==> src/verilog/pps_pkg.sv <==
// Package for the programming-port pin sharing block
package pps_pkg;

  // Default length of the serial shift register
  localparam int SHIFT_LEN_DEF = 16;
  // Reset value of the shift register
  localparam logic SHIFT_RST_BIT = 1'h0;
  // Synchroniser depth for pin inputs
  localparam int SYNC_STAGES = 2;
  // Synchroniser reset levels {enable, global reset, in0, in1, in3, in5, clock zero}
  // Both active-low pins read as idle high, so reset never fakes a mode entry or a clear
  localparam logic [6:0] SYNC_RST_VAL = 7'h60;
  // Reset value of logic-block and I/O registers
  localparam logic REG_RST_BIT = 1'h0;

  // Four shared pins as seen in normal operation
  typedef struct packed {
    logic in0;   // serial_prog_in pin
    logic in1;   // control-select pin
    logic in3;   // serial_prog_out pin
    logic in5;   // shift clock pin
  } pps_pins_s;

  // Programming-side controls handed to the state machine
  typedef struct packed {
    logic active;
    logic ctl_data;
    logic ctl_sel;
    logic shift_en;
  } pps_prog_s;

endpackage : pps_pkg

==> src/verilog/pps_sync.sv <==
// Two-flip-flop synchroniser bank for pin inputs
`timescale 1ns/100ps
module pps_sync #(
  parameter int               WIDTH   = 8,
  parameter logic [WIDTH-1:0] RST_VAL = '0
) (
  // Clock and reset
  input  wire logic             core_clk,
  input  wire logic             rst_n,
  // Data
  input  wire logic [WIDTH-1:0] async_in,
  output logic      [WIDTH-1:0] sync_out
);

  logic [WIDTH-1:0] meta_q;
  logic [WIDTH-1:0] meta_d;
  logic [WIDTH-1:0] sync_q;
  logic [WIDTH-1:0] sync_d;

  // First stage only feeds the second stage
  always_comb begin
    meta_d = async_in;
    sync_d = meta_q;
  end

  // Registers; reset to the pins' idle levels so no false edge follows reset
  always_ff @(posedge core_clk) begin
    if (!rst_n) begin
      meta_q <= RST_VAL;
      sync_q <= RST_VAL;
    end else begin
      meta_q <= meta_d;
      sync_q <= sync_d;
    end
  end

  assign sync_out = sync_q;

endmodule : pps_sync

==> src/verilog/pps_top.sv <==
// Pin sharing between dedicated inputs and the programming port
`timescale 1ns/100ps
module pps_top #(
  parameter int SHIFT_LEN = pps_pkg::SHIFT_LEN_DEF,
  parameter int NUM_REGS  = 8
) (
  // Clock and reset
  input  wire logic                      core_clk,
  input  wire logic                      rst_n,
  // Programming enable and global reset pins
  input  wire logic                      prog_enable_n,
  input  wire logic                      global_reset_n,
  // Shared pins
  input  wire logic                      pin_in0,
  input  wire logic                      pin_in1,
  input  wire logic                      pin_in3_i,
  output logic                           pin_in3_o,
  output logic                           pin_in3_oe,
  input  wire logic                      pin_in5,
  // First dedicated clock pin
  input  wire logic                      global_clock_zero,
  // Dedicated inputs to the logic array
  output pps_pkg::pps_pins_s             array_inputs,
  // Programming controls to the state machine
  output pps_pkg::pps_prog_s             prog_ctl,
  // Shift register view
  output logic [SHIFT_LEN-1:0]           shift_data,
  // Logic-block and I/O registers (model of cleared state)
  input  wire logic [NUM_REGS-1:0]       reg_load_data,
  input  wire logic                      reg_load,
  output logic [NUM_REGS-1:0]            lb_regs,
  output logic [NUM_REGS-1:0]            io_regs,
  // Clock tree taps: one per logic block
  output logic [NUM_REGS-1:0]            lb_clk_tap
);

  localparam int NSYNC = 7;

  logic [NSYNC-1:0] raw;
  logic [NSYNC-1:0] syn;
  logic             en_n_s;
  logic             grst_n_s;
  logic             in0_s;
  logic             in1_s;
  logic             in3_s;
  logic             in5_s;
  logic             y0_s;

  // Every pin passes two flip-flops before use
  assign raw = {prog_enable_n, global_reset_n, pin_in0, pin_in1, pin_in3_i, pin_in5, global_clock_zero};

  // Enable and global reset start high: a zero would enter programming mode or clear the registers after reset
  pps_sync #(
    .WIDTH   (NSYNC),
    .RST_VAL (pps_pkg::SYNC_RST_VAL)
  ) u_sync (
    .core_clk (core_clk),
    .rst_n    (rst_n),
    .async_in (raw),
    .sync_out (syn)
  );

  assign {en_n_s, grst_n_s, in0_s, in1_s, in3_s, in5_s, y0_s} = syn;

  // State registers
  logic                  prog_q;
  logic                  prog_d;
  logic                  sclk_q;
  logic                  sclk_d;
  logic [SHIFT_LEN-1:0]  shreg_q;
  logic [SHIFT_LEN-1:0]  shreg_d;
  logic                  sdo_q;
  logic                  sdo_d;
  logic                  oe_q;
  logic                  oe_d;
  pps_pkg::pps_pins_s    arr_q;
  pps_pkg::pps_pins_s    arr_d;
  pps_pkg::pps_prog_s    ctl_q;
  pps_pkg::pps_prog_s    ctl_d;
  logic                  rise;

  // Shift clock edge found by sampling; only valid while pin toggles slowly versus core_clk
  assign rise = prog_q && in5_s && !sclk_q;

  // Mode, shift path and pin direction
  always_comb begin
    prog_d  = !en_n_s;
    sclk_d  = in5_s;
    shreg_d = shreg_q;
    sdo_d   = sdo_q;
    oe_d    = !en_n_s;
    arr_d   = arr_q;
    ctl_d   = '0;
    if (prog_q) begin
      ctl_d.active   = 1'h1;
      ctl_d.ctl_data = in0_s;
      ctl_d.ctl_sel  = in1_s;
      ctl_d.shift_en = rise;
      if (rise) begin
        shreg_d = {shreg_q[SHIFT_LEN-2:0], in0_s};
        sdo_d   = shreg_q[SHIFT_LEN-2];
      end
    end else begin
      // Array sees all four shared pins as plain inputs
      arr_d.in0 = in0_s;
      arr_d.in1 = in1_s;
      arr_d.in3 = in3_s;
      arr_d.in5 = in5_s;
      sdo_d     = shreg_q[SHIFT_LEN-1];
    end
  end

  always_ff @(posedge core_clk) begin
    if (!rst_n) begin
      prog_q  <= 1'h0;
      sclk_q  <= 1'h0;
      shreg_q <= {SHIFT_LEN{pps_pkg::SHIFT_RST_BIT}};
      sdo_q   <= 1'h0;
      oe_q    <= 1'h0;
      arr_q   <= '0;
      ctl_q   <= '0;
    end else begin
      prog_q  <= prog_d;
      sclk_q  <= sclk_d;
      shreg_q <= shreg_d;
      sdo_q   <= sdo_d;
      oe_q    <= oe_d;
      arr_q   <= arr_d;
      ctl_q   <= ctl_d;
    end
  end

  // Logic-block and I/O registers, cleared by the global reset pin
  logic [NUM_REGS-1:0] lb_q;
  logic [NUM_REGS-1:0] lb_d;
  logic [NUM_REGS-1:0] io_q;
  logic [NUM_REGS-1:0] io_d;
  logic [NUM_REGS-1:0] tap_q;
  logic [NUM_REGS-1:0] tap_d;

  always_comb begin
    lb_d  = lb_q;
    io_d  = io_q;
    tap_d = {NUM_REGS{y0_s}};
    if (!grst_n_s) begin
      lb_d = {NUM_REGS{pps_pkg::REG_RST_BIT}};
      io_d = {NUM_REGS{pps_pkg::REG_RST_BIT}};
    end else if (reg_load) begin
      lb_d = reg_load_data;
      io_d = reg_load_data;
    end
  end

  always_ff @(posedge core_clk) begin
    if (!rst_n) begin
      lb_q  <= '0;
      io_q  <= '0;
      tap_q <= '0;
    end else begin
      lb_q  <= lb_d;
      io_q  <= io_d;
      tap_q <= tap_d;
    end
  end

  // Outputs straight from flip-flops
  assign pin_in3_o    = sdo_q;
  assign pin_in3_oe   = oe_q;
  assign array_inputs = arr_q;
  assign prog_ctl     = ctl_q;
  assign shift_data   = shreg_q;
  assign lb_regs      = lb_q;
  assign io_regs      = io_q;
  assign lb_clk_tap   = tap_q;

endmodule : pps_top

==> config.mk <==
export PLATFORM = sky130hd
export DESIGN_NAME = pps_top
export DESIGN_NICKNAME = d
export VERILOG_FILES = /design/src/verilog/pps_pkg.sv /design/src/verilog/pps_sync.sv /design/src/verilog/pps_top.sv
export SDC_FILE = /design/constraint.sdc
export NUM_CORES = 1
export LEC_CHECK = 0
export ABC_AREA = 1
export BUFFER_PORTS_ARGS = -buffer_cell sky130_fd_sc_hd__buf_2
export CORE_MARGIN = 2
export CORE_UTILIZATION = 48
export CTS_CLUSTER_SIZE = 8
export DETAILED_ROUTE_END_ITERATION = 6
export GPL_ROUTABILITY_DRIVEN = 1
export PLACE_DENSITY = 0.85
export SYNTH_ARGS = -nofsm -noshare
export SYNTH_HDL_FRONTEND = slang
export SYNTH_SLANG_ARGS = --single-unit
==> constraint.sdc <==
create_clock -name core_clk -period 1.35 [get_ports core_clk]
set_clock_uncertainty 0.2 [all_clocks]
set_input_delay 0.27 -clock core_clk [delete_from_list [all_inputs] [get_ports core_clk]]
set_output_delay 0.27 -clock core_clk [all_outputs]
set_load 0.005 [all_outputs]
==> summary.txt <==
Critical path
  • Worst setup SP type: flip-flop
  • CP top delay family: flip-flops
  • Arr. time, crit path: approximately 0.82 ns
  • CP Class: flip-flop to output port
  • Crit-path max FO: 7
  • Critical Path End Type: output port
  • CP cell instances: buf_2
  • Slowest stage delay, CP: approximately 0.4 ns
  • Worst path slowest cell: dfxtp_2
  • Required @ worst endpoint: between 0.8 and 0.9 ns
  • WP buf/inv: 1

Power and ir drop
  • Combinational Power Share: 0.067
  • Flop pwr share: 0.600
  • Clock network power share: 0.333
  • Total Power: roughly 2.6 mW
  • Max IR drop VDD: about 730 uV
  • Internal: about 2.0 mW
  • Pwr/cell area: 1140 nW/um^2
  • Net Sw Power: approximately 0.54 mW
  • Leak: about 1.3 nW
  • Switching Share: 0.212

GRT
  • Global route total overflow: 0
  • Initial antenna violation count: 0
  • Global-route wire length before repair: ~5300 um
  • Vias in the first global route: ~1.3k
  • Largest net degree at the start of global routing: 32
  • Total GRT Usage: 0.158

Detailed routing
  • Number of routed nets with antenna violations: 0
  • Initial DRC count: between 60 and 70
  • Vias post-DR: about 1.5k
  • Drt total wl: 3090 um
  • Vias per inst: roughly 4.2
  • Routed wire per std cell: 8.94 um
  • Drt pass-1 iters: 4
  • Drt drc: 0

Floorplanning
  • Starting Density: 0.498
  • Core Rows: 22
  • Core area: about 3600 um^2
  • Die area: 4270 um^2
  • I/O pin cnt: 68
  • Die H: 65.4 um
  • Die width: roughly 65 um

Timing
  • Final setup violation count: 0
  • Final Hold Fails: 0
  • Fin crit share: 0.956
  • Max Slew Vio Count: 0
  • RSZ-0062 raised after global routing: no
  • Slew HR: 0.821
  • Achievable Freq: between 700 and 800 MHz
  • Least-Margin Pin Slew: between 0.2 and 0.3 ns
  • Setup TNS: 0 ns
  • Final min period: 1.29 ns

Synthesis
  • Prevailing post-synth register cell: dfxtp_1
  • Yosys warns: 0
  • Register area share after synthesis: 0.554
  • Synth top area share: 0.554
  • Count leader, synth: nand2_1
  • Syn Nets: ~250
  • Most instantiated cells after synthesis: nand2_1, dfxtp_1, nor2_1
  • Cell Area, Synth: between 1500 and 2000 um^2
  • Flops & latches, synth: 50
  • Post-synth top area cell: dfxtp_1
  • Mapped Avg Cell Area: around 7.7 um^2
  • Async SR Flop Fraction: 0
  • Largest cells by area after synthesis: dfxtp_1, nand2_1, nor2_1
  • Post-synth EDFFs: 0
  • Synth Instances: about 240
  • Synth cell types: 11

Flow run
  • MaxCap Viol Count: 0

Cells and area
  • Multi-input gate area in the final layout: 510 um^2
  • Area Growth Syn to Fin: 24.4%
  • FF+latch area: 1000 um^2
  • Fillcell total: 347
  • Ant diodes: 0
  • Share of layout cells above drive strength 1: 0.283
  • Final nets: 314

Clock tree
  • Reg clk slew, reported paths: roughly 0.08 ns
  • Worst skew pair latency: about 0.29 ns
  • Num CTS Buffers: 5
  • Post-CTS setup repair buffer count: 0
  • CTS root buffer: clkbuf_8
  • CTS HTree Levels: 2
  • Max Root-Sink Buffers: 2
  • TritonCTS clock tree: done
  • Clk sinks: 50

Placement
  • Post-DP HPWL: 2240 um
  • Port Buf Inserts: 67
  • GPL Wtd Cong: roughly 0.78

Min path
  • Min-delay worst type: input port to flip-flop

Run status
  • Status: complete, no violations
-- area by class of cell --
cell class / count / area share
Clock buffer: 7 / 0.0384
Clock inverter: 1 / 0.00222
Inverter: 35 / 0.0584
Multi-Input combinational cell: 127 / 0.227
Sequential cell: 50 / 0.446
Tap cell: 48 / 0.0267
Timing Repair Buffer: 77 / 0.201
-- cell families after synthesis --
group | synth area share
and+or+nand+nor | 0.244
buffers and inverters | 0.164
DFF | 0.554
AOI/OAI and AO/OA | 0.0388
-- power by group through the flow --
stage | Clock (mW) | Sequential (mW) | Combinational (mW)
floorplan | 0 | 1.57 | 0.0975
global placement | 0 | 1.57 | 0.154
detailed placement | 0 | 1.57 | 0.157
CTS | 0.884 | 1.54 | 0.173
global route | 0.941 | 1.55 | 0.196
finish | 0.853 | 1.54 | 0.171
-- cells in the final DEF (no fill, tap or decap), drive strengths merged --
master / instances
buf: 70
nand2: 67
dfxtp: 50
nor2: 41
inv: 35
a21oi: 10
dlygate4sd3: 7
clkbuf: 7
or2: 4
o21ai: 4
nand3: 1
clkinv: 1
-- tightest hold or removal path, delay by kind of cell --
kind / cells / cell delay (ns)
buf+inv: 1 / 0.09
compound gates: 1 / 0.05
simple gates: 1 / 0.04
-- path summary, 6_finish.rpt --
| path | depth (start not counted) | to | slack [ns] | from |
|---|---|---|---|---|
| worst min register to register | 1 | pin_in3_oe | 0.19 | u_sync.sync_out[6] |
| worst max register to register | 5 | pin_in3_o | 0.16 | pin_in3_oe |
| worst min-delay path | 3 | io_regs[7] | 0.02 | reg_load_data[7] |
| worst max-delay path | 1 | pin_in3_oe | 0.06 | pin_in3_oe |
-- per-layer routing --
layer / vias up / share of wire / GRT usage
met4: 0 / 0.0052 / 0.0391
li1: 789 / - / -
met2: 32 / 0.49 / 0.270
met1: 633 / 0.45 / 0.189
met3: 2 / 0.052 / 0.0582
met5: - / 0 / 0
-- stage by stage --
step                hold WS (ns)  cells  setup WS, ns  instance area (um^2)  utilization
finish                    0.0167    345        0.0600                  2250        0.619
global placement           0.176    330         0.206                  2090        0.574
floorplan                  0.168    235         0.187                  1810            -
global route              0.0265    345        0.0199                  2250        0.619
CTS                      0.00602    345        0.0118                  2250        0.619
detailed placement         0.191    330         0.108                  2090        0.574
-- flip-flops by register name, summed over array words and instances, names as in the netlist --
signal and flops:
shift_data 16, array_inputs 4, sclk_q 1, pin_in3_o 1
lb_clk_tap 1, io_regs 8, u_sync.sync_out 7, pin_in3_oe 1
u_sync.meta_q 7, prog_ctl 4
-- repair_timing --
item                                    CTS  global route
endpoints found under the setup margin    1             8
endpoints found under the hold margin     7             0
hold buffers                              7             0
gates resized for setup                   1             1
Power figures use the tool's default switching activity.
